--- config.mk ---
export PLATFORM = sky130hd
export DESIGN_NAME = flash_security
export DESIGN_NICKNAME = d
export VERILOG_FILES = /design/src/logic/flash_sec_pkg.sv /design/src/logic/flash_clk_div.sv /design/src/logic/flash_key_check.sv /design/src/logic/flash_security.sv
export SDC_FILE = /design/constraint.sdc
export NUM_CORES = 1
export LEC_CHECK = 0
export BUFFER_PORTS_ARGS = -buffer_cell sky130_fd_sc_hd__buf_2
export CORE_ASPECT_RATIO = 0.7
export CORE_MARGIN = 4
export CORE_UTILIZATION = 49
export CTS_CLUSTER_DIAMETER = 150
export DETAILED_ROUTE_END_ITERATION = 10
export GPL_TIMING_DRIVEN = 0
export PLACE_DENSITY = 0.83
export RECOVER_POWER = 50
export SLEW_MARGIN = 30
export SYNTH_ARGS = -nofsm -noshare
export SYNTH_HDL_FRONTEND = slang
export SYNTH_HIERARCHICAL = 1
export SYNTH_SLANG_ARGS = --single-unit
--- constraint.sdc ---
create_clock -name mclk_i -period 3.6 [get_ports mclk_i]
set_input_delay 0 -clock mclk_i [delete_from_list [all_inputs] [get_ports mclk_i]]
set_output_delay 0 -clock mclk_i [all_outputs]
set_load 0.02 [all_outputs]
--- src/logic/flash_sec_pkg.sv ---
// constants shared by the flash security gate and its helpers
// assumes 16-bit cpu addresses and byte-wide memory data
package flash_sec_pkg;
   // apb register byte offsets
   localparam logic [11:0] OFF_RATIO   = 12'h000;
   localparam logic [11:0] OFF_CONFIG  = 12'h004;
   localparam logic [11:0] OFF_OPTION  = 12'h008;
   localparam logic [11:0] OFF_PROTECT = 12'h00C;
   localparam logic [11:0] OFF_STATUS  = 12'h010;
   // flash_clock_ratio fields
   localparam int RATIO_LOADED_BIT = 7;
   localparam int PRESCALE_BIT     = 6;
   localparam int RATIO_MSB        = 5;
   localparam logic [7:0] RATIO_RESET = 8'h00;
   // option_working_reg fields and protection_working_reg reset value
   localparam int BACKDOOR_BIT = 7;
   localparam int SEC_HI_BIT   = 1;
   localparam int SEC_LO_BIT   = 0;
   localparam logic [1:0] SEC_UNSECURED = 2'h2;
   localparam logic [7:0] OPTION_RESET  = 8'hFF;
   localparam logic [7:0] PROTECT_RESET = 8'hFF;
   // flash_config_reg and status fields
   localparam int KEY_MODE_BIT   = 0;
   localparam int ST_SECURED_BIT = 0;
   localparam int ST_LOADED_BIT  = 1;
   localparam int ST_MATCH_BIT   = 2;
   localparam int ST_DEBUG_BIT   = 3;
   // memory map
   localparam logic [15:0] RAM_LO   = 16'h0080;
   localparam logic [15:0] RAM_HI   = 16'h027F;
   localparam logic [15:0] FLASH_LO = 16'hE000;
   localparam logic [15:0] FLASH_HI = 16'hFFFF;
   localparam logic [15:0] KEY_BASE = 16'hFFB0;
   localparam int          KEY_LEN  = 8;
   // clock divider
   localparam int PRESCALE_DIV = 8;

   function automatic logic is_secure_addr(input logic [15:0] addr);
      return ((addr >= RAM_LO) && (addr <= RAM_HI)) ||
             ((addr >= FLASH_LO) && (addr <= FLASH_HI));
   endfunction

   function automatic logic is_key_addr(input logic [15:0] addr);
      return (addr >= KEY_BASE) && (addr < (KEY_BASE + 16'(KEY_LEN)));
   endfunction

   function automatic logic sec_engaged(input logic [1:0] bits);
      return bits != SEC_UNSECURED;
   endfunction
endpackage

--- src/logic/flash_clk_div.sv ---
// flash timing clock enable: optional divide by eight, then ratio plus one
// assumes all inputs come from flops on mclk_i
`timescale 1ns/1ps
module flash_clk_div
(
   input  wire logic       mclk_i,
   input  wire logic       sys_rst_i,
   input  wire logic       en_i,
   input  wire logic       prescale_i,
   input  wire logic [5:0] ratio_i,
   output logic            tick_o
);
   logic [2:0] pre_reg;
   logic [5:0] div_reg;
   logic       pre_tick;

   // divider input is bus clock or bus clock over eight
   assign pre_tick = !prescale_i || (pre_reg == 3'(flash_sec_pkg::PRESCALE_DIV - 1));

   always_ff @(posedge mclk_i or posedge sys_rst_i)
   begin
      if (sys_rst_i)
         pre_reg <= 3'h0;
      else if (!en_i || !prescale_i)
         pre_reg <= 3'h0;
      else
         pre_reg <= pre_reg + 3'h1;
   end

   // one tick per ratio plus one divider inputs; each tick is one flash period
   always_ff @(posedge mclk_i or posedge sys_rst_i)
   begin
      if (sys_rst_i)
      begin
         div_reg <= 6'h00;
         tick_o  <= 1'b0;
      end
      else if (!en_i)
      begin
         div_reg <= 6'h00;
         tick_o  <= 1'b0;
      end
      else if (pre_tick && div_reg == ratio_i)
      begin
         div_reg <= 6'h00;
         tick_o  <= 1'b1;
      end
      else
      begin
         div_reg <= pre_tick ? div_reg + 6'h01 : div_reg;
         tick_o  <= 1'b0;
      end
   end
endmodule

--- src/logic/flash_key_check.sv ---
// backdoor key comparator: eight ordered, non-adjacent byte writes
// assumes wr_i is already qualified by source and key mode
`timescale 1ns/1ps
module flash_key_check
(
   input  wire logic        mclk_i,
   input  wire logic        sys_rst_i,
   input  wire logic        clear_i,
   input  wire logic        wr_i,
   input  wire logic [2:0]  idx_i,
   input  wire logic [7:0]  data_i,
   input  wire logic [63:0] key_i,
   output logic             match_o
);
   logic [3:0] cnt_reg;
   logic       bad_reg;
   logic       last_wr_reg;
   logic       good;

   // in order, matching, and never on the cycle right after the previous write
   assign good = (4'(idx_i) == cnt_reg) && !last_wr_reg &&
                 (data_i == key_i[8*idx_i +: 8]);

   always_ff @(posedge mclk_i or posedge sys_rst_i)
   begin
      if (sys_rst_i)
      begin
         cnt_reg     <= 4'h0;
         bad_reg     <= 1'b0;
         last_wr_reg <= 1'b0;
      end
      else if (clear_i)
      begin
         cnt_reg     <= 4'h0;
         bad_reg     <= 1'b0;
         last_wr_reg <= 1'b0;
      end
      else
      begin
         last_wr_reg <= wr_i;
         if (wr_i)
         begin
            cnt_reg <= (cnt_reg == 4'(flash_sec_pkg::KEY_LEN)) ? cnt_reg : cnt_reg + 4'h1;
            bad_reg <= bad_reg || !good;
         end
      end
   end

   assign match_o = (cnt_reg == 4'(flash_sec_pkg::KEY_LEN)) && !bad_reg;
endmodule

--- src/logic/flash_security.sv ---
// flash and ram security gate, backdoor key unlock and flash clock divider
// assumes an apb master for registers and a byte memory bus whose array read is
// combinational on mem_addr_i; pdebug_i marks background debug apb transfers
//
// Decided for this implementation: the APB slave port and the address map.
`timescale 1ns/1ps
module flash_security
(
   input  wire logic        mclk_i,
   input  wire logic        sys_rst_i,
   input  wire logic        psel_i,
   input  wire logic        penable_i,
   input  wire logic        pwrite_i,
   input  wire logic [11:0] paddr_i,
   input  wire logic [31:0] pwdata_i,
   input  wire logic [3:0]  pstrb_i,
   input  wire logic        pdebug_i,
   output logic      [31:0] prdata_o,
   output logic             pready_o,
   output logic             pslverr_o,
   input  wire logic [7:0]  option_nv_i,
   input  wire logic [7:0]  protect_nv_i,
   input  wire logic [63:0] key_nv_i,
   input  wire logic        blank_pass_i,
   input  wire logic        mem_req_i,
   input  wire logic        mem_we_i,
   input  wire logic [15:0] mem_addr_i,
   input  wire logic [7:0]  mem_wdata_i,
   input  wire logic        mem_src_secure_i,
   input  wire logic        mem_src_debug_i,
   input  wire logic [7:0]  mem_rdata_i,
   output logic             mem_req_o,
   output logic             mem_we_o,
   output logic      [15:0] mem_addr_o,
   output logic      [7:0]  mem_wdata_o,
   output logic      [7:0]  mem_rdata_o,
   input  wire logic        dbg_enable_req_i,
   output logic             dbg_enable_o,
   output logic             secured_o,
   output logic             pe_enable_o,
   output logic      [7:0]  protect_o,
   output logic             flash_tick_o
);
   logic       load_done_reg;
   logic [7:0] option_working_reg;
   logic [7:0] protection_working_reg;
   logic [6:0] ratio_reg;
   logic       ratio_loaded_reg;
   logic       key_mode_reg;
   logic       pready_reg;
   logic       secured;
   logic       backdoor_en;
   logic       blocked;
   logic       key_hit;
   logic       key_wr;
   logic       key_match;
   logic       key_clear;
   logic       unlock_key;
   logic       apb_access;
   logic       wr_fire;
   logic       wr_ratio;
   logic       wr_config;
   logic       wr_protect;
   logic       mapped;
   logic [7:0] rd_byte;
   logic [7:0] status_byte;
   logic [7:0] config_byte;

   // security decode, re-evaluated on every access
   assign secured     = flash_sec_pkg::sec_engaged(
                           option_working_reg[flash_sec_pkg::SEC_HI_BIT:
                                              flash_sec_pkg::SEC_LO_BIT]);
   assign backdoor_en = option_working_reg[flash_sec_pkg::BACKDOOR_BIT];
   // one gate term drives both the read path and the write strobe
   assign blocked     = secured && flash_sec_pkg::is_secure_addr(mem_addr_i) &&
                        (mem_src_debug_i || !mem_src_secure_i);
   assign key_hit     = key_mode_reg && flash_sec_pkg::is_key_addr(mem_addr_i);
   assign key_wr      = mem_req_i && mem_we_i && key_hit && backdoor_en &&
                        mem_src_secure_i && !mem_src_debug_i;

   // apb decode; one wait state so every answer comes from a flop
   assign apb_access = psel_i && penable_i;
   assign wr_fire    = apb_access && pready_reg && pwrite_i && pstrb_i[0];
   assign wr_ratio   = wr_fire && (paddr_i == flash_sec_pkg::OFF_RATIO);
   assign wr_config  = wr_fire && (paddr_i == flash_sec_pkg::OFF_CONFIG);
   assign wr_protect = wr_fire && (paddr_i == flash_sec_pkg::OFF_PROTECT);
   assign mapped     = (paddr_i == flash_sec_pkg::OFF_RATIO) ||
                       (paddr_i == flash_sec_pkg::OFF_CONFIG) ||
                       (paddr_i == flash_sec_pkg::OFF_OPTION) ||
                       (paddr_i == flash_sec_pkg::OFF_PROTECT) ||
                       (paddr_i == flash_sec_pkg::OFF_STATUS);

   // key unlock happens on the write that clears key access mode
   assign key_clear  = wr_config && !key_mode_reg && pwdata_i[flash_sec_pkg::KEY_MODE_BIT];
   assign unlock_key = wr_config && key_mode_reg && !pwdata_i[flash_sec_pkg::KEY_MODE_BIT] &&
                       key_match && backdoor_en;

   // bytes built by field position so the bit map lives in the package only
   always_comb
   begin
      status_byte = 8'h00;
      config_byte = 8'h00;
      status_byte[flash_sec_pkg::ST_SECURED_BIT] = secured;
      status_byte[flash_sec_pkg::ST_LOADED_BIT]  = load_done_reg;
      status_byte[flash_sec_pkg::ST_MATCH_BIT]   = key_match;
      status_byte[flash_sec_pkg::ST_DEBUG_BIT]   = dbg_enable_o;
      config_byte[flash_sec_pkg::KEY_MODE_BIT]   = key_mode_reg;
   end

   always_comb
   begin
      rd_byte = 8'h00;
      case (paddr_i)
         flash_sec_pkg::OFF_RATIO:   rd_byte = {ratio_loaded_reg, ratio_reg};
         flash_sec_pkg::OFF_CONFIG:  rd_byte = config_byte;
         flash_sec_pkg::OFF_OPTION:  rd_byte = option_working_reg;
         flash_sec_pkg::OFF_PROTECT: rd_byte = protection_working_reg;
         flash_sec_pkg::OFF_STATUS:  rd_byte = status_byte;
         default:                    rd_byte = 8'h00;
      endcase
   end

   // nonvolatile copy happens on the first edge after reset release, since an
   // asynchronous reset may only load constants
   always_ff @(posedge mclk_i or posedge sys_rst_i)
   begin
      if (sys_rst_i)
         load_done_reg <= 1'b0;
      else
         load_done_reg <= 1'b1;
   end

   always_ff @(posedge mclk_i or posedge sys_rst_i)
   begin
      if (sys_rst_i)
         option_working_reg <= flash_sec_pkg::OPTION_RESET;
      else if (!load_done_reg)
         option_working_reg <= option_nv_i;
      else if (blank_pass_i || unlock_key)
         option_working_reg[flash_sec_pkg::SEC_HI_BIT:flash_sec_pkg::SEC_LO_BIT]
            <= flash_sec_pkg::SEC_UNSECURED;
   end

   // runaway application code cannot alter block protection
   always_ff @(posedge mclk_i or posedge sys_rst_i)
   begin
      if (sys_rst_i)
         protection_working_reg <= flash_sec_pkg::PROTECT_RESET;
      else if (!load_done_reg)
         protection_working_reg <= protect_nv_i;
      else if (wr_protect && pdebug_i)
         protection_working_reg <= pwdata_i[7:0];
   end

   always_ff @(posedge mclk_i or posedge sys_rst_i)
   begin
      if (sys_rst_i)
      begin
         ratio_reg        <= flash_sec_pkg::RATIO_RESET[6:0];
         ratio_loaded_reg <= flash_sec_pkg::RATIO_RESET[flash_sec_pkg::RATIO_LOADED_BIT];
      end
      else if (wr_ratio && !ratio_loaded_reg)
      begin
         ratio_reg        <= pwdata_i[6:0];
         ratio_loaded_reg <= 1'b1;
      end
   end

   always_ff @(posedge mclk_i or posedge sys_rst_i)
   begin
      if (sys_rst_i)
         key_mode_reg <= 1'b0;
      else if (wr_config)
         key_mode_reg <= pwdata_i[flash_sec_pkg::KEY_MODE_BIT];
   end

   always_ff @(posedge mclk_i or posedge sys_rst_i)
   begin
      if (sys_rst_i)
      begin
         pready_reg <= 1'b0;
         prdata_o   <= 32'h0000_0000;
         pslverr_o  <= 1'b0;
      end
      else
      begin
         pready_reg <= apb_access && !pready_reg;
         if (apb_access && !pready_reg)
         begin
            prdata_o  <= pwrite_i ? 32'h0000_0000 : {24'h00_0000, rd_byte};
            pslverr_o <= !mapped;
         end
         else
         begin
            pslverr_o <= 1'b0;
         end
      end
   end

   assign pready_o = pready_reg;

   // memory path, gated and registered toward the array
   always_ff @(posedge mclk_i or posedge sys_rst_i)
   begin
      if (sys_rst_i)
      begin
         mem_req_o   <= 1'b0;
         mem_we_o    <= 1'b0;
         mem_addr_o  <= 16'h0000;
         mem_wdata_o <= 8'h00;
         mem_rdata_o <= 8'h00;
      end
      else
      begin
         mem_req_o   <= mem_req_i && !blocked && !(mem_we_i && key_hit);
         mem_we_o    <= mem_req_i && mem_we_i && !blocked && !key_hit;
         mem_addr_o  <= mem_addr_i;
         mem_wdata_o <= mem_wdata_i;
         mem_rdata_o <= (mem_req_i && !mem_we_i && !blocked) ? mem_rdata_i : 8'h00;
      end
   end

   always_ff @(posedge mclk_i or posedge sys_rst_i)
   begin
      if (sys_rst_i)
      begin
         dbg_enable_o <= 1'b0;
         secured_o    <= 1'b1;
         protect_o    <= flash_sec_pkg::PROTECT_RESET;
      end
      else
      begin
         dbg_enable_o <= dbg_enable_req_i && !secured;
         secured_o    <= secured;
         protect_o    <= protection_working_reg;
      end
   end

   // erase and program stay off until the ratio has been written
   assign pe_enable_o = ratio_loaded_reg;

   flash_key_check u_key
   (
      .mclk_i    (mclk_i),
      .sys_rst_i (sys_rst_i),
      .clear_i   (key_clear),
      .wr_i      (key_wr),
      .idx_i     (mem_addr_i[2:0]),
      .data_i    (mem_wdata_i),
      .key_i     (key_nv_i),
      .match_o   (key_match)
   );

   flash_clk_div u_div
   (
      .mclk_i     (mclk_i),
      .sys_rst_i  (sys_rst_i),
      .en_i       (ratio_loaded_reg),
      .prescale_i (ratio_reg[flash_sec_pkg::PRESCALE_BIT]),
      .ratio_i    (ratio_reg[flash_sec_pkg::RATIO_MSB:0]),
      .tick_o     (flash_tick_o)
   );
endmodule

## Word level (Yosys, flattened, before mapping)

Cells that the tools add are included.

| storage, ports and cells | value |
|---|---|
| bits in registers | 120 |
| logic and storage cells | 136 |
| input bits | 172 |

| operators by class | value |
|---|---|
| order comparisons | 6 |
| shift operators | 1 |
| reduce and logical (&&, ||, !) cells | 68 |
| mux-type cells | 20 |
| add/sub/neg operators | 3 |
| eq/ne operators | 14 |

Operators with widths:

| kind | count |
|---|---|
| $shiftx 64x7->8 | 1 |
| $pmux 8 s5 | 1 |
| $logic_and 1x1->1 | 39 |
| $ge 16x16->1 const B | 2 |
| $mux 8 | 4 |
| $eq 12x4->1 const B | 2 |
| $mux 6 | 3 |
| $ge 16x8->1 const B | 1 |
| $le 16x10->1 const B | 1 |
| $le 16x16->1 const B | 1 |
| $logic_not 1->1 | 16 |
| $lt 16x16->1 const B | 1 |
| $eq 12x3->1 const B | 1 |
| $eq 12x5->1 const B | 1 |
| $logic_not 12->1 | 1 |
| $mux 4 | 3 |
| $logic_or 1x1->1 | 10 |
| $eq 8x8->1 | 1 |
| $add 6x1->6 const B | 1 |
| $eq 6x6->1 | 1 |
| $mux 1 | 6 |
| $add 4x1->4 const B | 1 |
| $eq 3x4->1 | 1 |
| $eq 4x4->1 const B | 1 |
| other kinds (9) | 12 |

## Logic depth before layout (Yosys ltp)

| depth | value |
|---|---|
| depth after elaboration | 12 |
| mapped depth | 8 |
| mapped depth without buffers | 8 |

## Modules after synthesis

Netlist, hierarchy kept.

Modules (own cells, without submodules):

| module | instances | sequential area each (µm²) | area each (µm²) | cells an instance |
|---|---|---|---|---|
| flash_security | 1 | 2033.2 | 3404.5 | 278 |
| flash_key_check | 1 | 150.1 | 943.4 | 85 |
| flash_clk_div | 1 | 250.2 | 545.5 | 50 |

## Least setup slack after synthesis

No wires, ideal clock.

| path | value |
|---|---|
| path kind | register -> register |
| from | reg pready_reg (netlist: pready_o) |
| to | reg ratio_reg[0] |
| cell stages (with the launch flop) | 6 |
| buffers on the path | 1 |
| clock period less this slack | 1758 ps |
| setup slack | 1842 ps |
| arrival time | 1633 ps |
| setup time | 125 ps |
| path through | dfrtp_1 and3_1 nand2_1 or4_4 buf_6 mux2_4 |

| on the way | value |
|---|---|
| cells in the longest elaborated chain, start to end | 5 |

Ends and longest elaborated chain:

| what | RTL line | text |
|---|---|---|
| from (decl) | flash_security.sv:50 | `logic pready_reg;` |
| from (signal assigned) | flash_security.sv:187 | `pready_reg <= apb_access && !pready_reg;` |
| $logic_and 1x1->1 (3 in series) | flash_security.sv:83 | `assign wr_fire = apb_access && pready_reg && pwrite_i && pstrb_i[0];` |
| $logic_and 1x1->1 | flash_security.sv:84 | `assign wr_ratio = wr_fire && (paddr_i == flash_sec_pkg::OFF_RATIO);` |
| $logic_and 1x1->1 | flash_security.sv:162 | `else if (wr_ratio && !ratio_loaded_reg)` |
| to (signal assigned) | flash_security.sv:159 | `ratio_reg <= flash_sec_pkg::RATIO_RESET[6:0];` |
| to (signal assigned) | flash_security.sv:164 | `ratio_reg <= pwdata_i[6:0];` |
| to (decl) | flash_security.sv:47 | `logic [6:0] ratio_reg;` |

Every way passes these cells.
A chain may end at the register's enable or synchronous reset.

## Final worst setup path

| path | value |
|---|---|
| from | reg u_key.cnt_reg[0] |
| to | reg option_working_reg[0] |

| on the way | value |
|---|---|
| cells in the longest elaborated chain, start to end | 6 |

Ends and longest elaborated chain:

| what | RTL line | text |
|---|---|---|
| from (decl) | flash_key_check.sv:15 | `logic [3:0] cnt_reg;` |
| from (signal assigned) | flash_key_check.sv:43 | `cnt_reg <= (cnt_reg == 4'(flash_sec_pkg::KEY_LEN)) ? cnt_reg : cnt_reg + 4'h1;` |
| $eq 4x4->1 | flash_key_check.sv:49 | `assign match_o = (cnt_reg == 4'(flash_sec_pkg::KEY_LEN)) && !bad_reg;` |
| $logic_and 1x1->1 | flash_key_check.sv:49 |  |
| named net key_match | flash_security.sv:56 | `logic key_match;` |
| $logic_and 1x1->1 | flash_security.sv:95 | `assign unlock_key = wr_config && key_mode_reg && !pwdata_i[flash_sec_pkg::KEY_MODE_BIT] &&` |
| $logic_and 1x1->1 | flash_security.sv:96 | `key_match && backdoor_en;` |
| $logic_or 1x1->1 | flash_security.sv:139 | `else if (blank_pass_i \|\| unlock_key)` |
| $ne 2x1->1 (no line) | -- |  |
| to (signal assigned) | flash_security.sv:136 | `option_working_reg <= flash_sec_pkg::OPTION_RESET;` |
| to (signal assigned) | flash_security.sv:138 | `option_working_reg <= option_nv_i;` |
| to (decl) | flash_security.sv:45 | `logic [7:0] option_working_reg;` |

The timed path passes the listed nets, and every way through them passes these cells.

==> results.ini <==
[synthesis]
synth_cell_types = 62
ys_ff_latch = 96
synth_edf_count = 0
synth-compound-area-share_pct = 8.335
synth_xor_area_share_pct = 3.938
synth-simple-area-share_pct = 15.34
synth_top_family_by_area = simple AND/OR/NAND/NOR gates
synthAdderAreaFrac_pct = 1.278
synth_top_area_share_pct = 36.31
syn_avg_cell_area_um2 = 11.85
muxShareOfSynthArea_pct = 14.11
yosysTopAreaCell = dfrtp_1
syn_area_um2 = 4893
synth_ff_type = dfrtp_1
yosysSeqAreaShare_pct = 49.73
synth.area.top_cells = dfrtp_1, dfstp_2, mux2i_1
async_flop_share_pct = 100.0
synthCells = 413
yosysWarningCount = 6

[detailed_routing]
drt_first_pass_iters = 5
ant_nets = 0
wl_met3_um = 1169
viasPerCell = 5.316
drt-initial-drc-count = 336
dr_total_vias = 4503
drc = 0
post_drt_wl_per_cell_um = 17.95
wl_met2_um = 7625
top_layer = met4
wl_um = 15200
m1WireLength_um = 6309

[placed_design]
dp.cells = 762
portBuffers = 197
hpwl_um = 11260
place_congestion = 0.9161

[layout]
ff_latch_area_um2 = 2434
insertedDiodeCount = 0
largest_reg_flops = 16
drive_gt1_share_pct = 32.68
fill_cells = 719
regMostFlops = mem_addr_o
final_cells = 847
syn_to_final_growth_pct = 43.95
nets = 891
multiInputGateArea_um2 = 2198

[cts]
cts.path.max_buffers = 2
clockRootBuffer = clkbuf_16
clk_pin_slew_ns = 0.06
clk_latency_ns = 0.34
cts_tree = yes
postCtsSetupBuffers = 0
cts_made_buffers = 9
cts_sinks = 96
h-tree-depth = 3
post_cts_resized = 0

[pwr]
power_density_nw_per_um2 = 363.5
vdd_drop_max_v = 0.0003648
leakage_nw = 3.313
total_power_mw = 2.560

[setup_path]
path_class = register to register
crit_path_start_kind = register
cp_max_fo = 4
setup.worst_path.end_class = register
worstPathArrival_ns = 2.78
crit_required_ns = 3.86

[global_route]
grtUsageTotal_pct = 26.26
grt_antenna_before_repair = 0
grt_pass1_vias = 4866
grt_start_max_net_pins = 45
grt_pass1_wl_um = 24350
grt.overflow.total = 0

[floorplanning]
die_area_um2 = 11670
start_util_pct = 50.33
die_h_um = 91.61
io_pins = 252
core-area_um2 = 9722
fp.dieW_um = 127.4
rows = 30

[timing]
drv_slew = 37
tightest_slew_ns = 1.674
skew_ns = 0.01009
fmax_mhz = 397.3
relSlewSlack_pct = -12.24
tns_ns = 0
hold_viol = 0
period_share_pct = 69.91
finalSetupViolations = 0
rsz0062_at_grt = no
period_needed_ns = 2.517
finalHoldWorstSlack_ns = 0.01343

[worst_hold_path]
hold_path_class = primary input to register

[outcome]
status = complete, but fails checks
violations = capacitance limit, slew limit

[job]
max_cap_viol_count = 1

critical path: stages, from the launching register on:
cell	delay, ns
dfrtp_1	0.42
inv_1	0.12
ha_1	0.15
nand3b_1	0.15
nor2_1	0.26
nand4_1	0.13
nor4_1	0.43
o32ai_1	0.18
dlygate4sd3_1	0.60
cells in the final DEF (no fill, tap or decap), types with 16 or more instances in the layout:
cell type,instances
mux2i_1,21
dlygate4sd3_1,68
nand3_1,18
nand2_1,16
clkbuf_1,77
buf_2,140
nor2_1,20
conb_1,25
o21ai_0,16
dfrtp_1,71
buf_4,25
dfstp_2,16
per-stage QoR:
stage / util, % / setup slack (ns) / cell area, um2
after CTS: 73.22 / 1.080 / 7118
after global routing: 72.46 / 1.013 / 7044
after floorplan: - / 1.590 / 4980
final: 72.46 / 1.083 / 7044
after detailed placement: 63.24 / 1.575 / 6148
after global placement: 63.01 / 0.6783 / 6126
cells by family (layout without fill, tap and decap cells):
kind of cell / Yosys count / count (layout)
buffers and inverters: 59 / 342
AOI/OAI and AO/OA: 58 / 58
other: 2 / 25
DFF: 96 / 96
muxes: 48 / 48
adders and majority gates: 5 / 5
and+or+nand+nor: 123 / 123
xor gates and xnor gates: 22 / 22
timing repair:
action                     in CTS  in global routing
setup endpoints to repair       0                  0
hold endpoints to repair      104                  0
hold buffers                   68                  0
where the power goes:
group	switching [mW]	internal, mW	total (mW)
registers	0.0249	1.14	1.17
clock network	0.398	0.539	0.937
logic	0.236	0.221	0.457
synthesized netlist by cell type (all sizes together) (11+ instances only):
cell type	number
nand3	19
inv	11
mux4	12
dfstp	25
xnor2	14
buf	35
dfrtp	71
nor2	20
clkbuf	13
mux2i	21
mux2	15
nand2	16
o21ai	16
area by class of cell:
type | instances | area share [%]
Clock buffer | 11 | 3.304
Timing Repair Buffer | 267 | 22.91
Clock inverter | 5 | 0.7993
Multi-Input combinational cell | 281 | 31.21
Tap cell | 128 | 2.274
Sequential cell | 96 | 34.55
Buffer | 48 | 4.352
Inverter | 11 | 0.6039
per-layer routing:
layer / GRT usage [%] / vias to the layer above
met5: 0 / -
met3: 6.577 / 10
met1: 35.28 / 2223
met2: 43.87 / 211
met4: 4.643 / 0
li1: - / 2059
final timing paths:
path                                      startpoint                    end  slack, ns  depth (start not counted)
setup / recovery                    u_key/cnt_reg[0]  option_working_reg[0]       1.08                          8
hold / removal                              mem_we_i               mem_we_o       0.01                          2
setup reg to reg                    u_key/cnt_reg[0]  option_working_reg[0]       1.08                          8
hold reg to reg            protection_working_reg[3]           protect_o[3]       0.39                          0
max in group asynchronous                  sys_rst_i           protect_o[4]       2.03                          4
min in group asynchronous                  sys_rst_i       u_key/cnt_reg[3]       0.18                          3
Power figures use the tool's default switching activity.
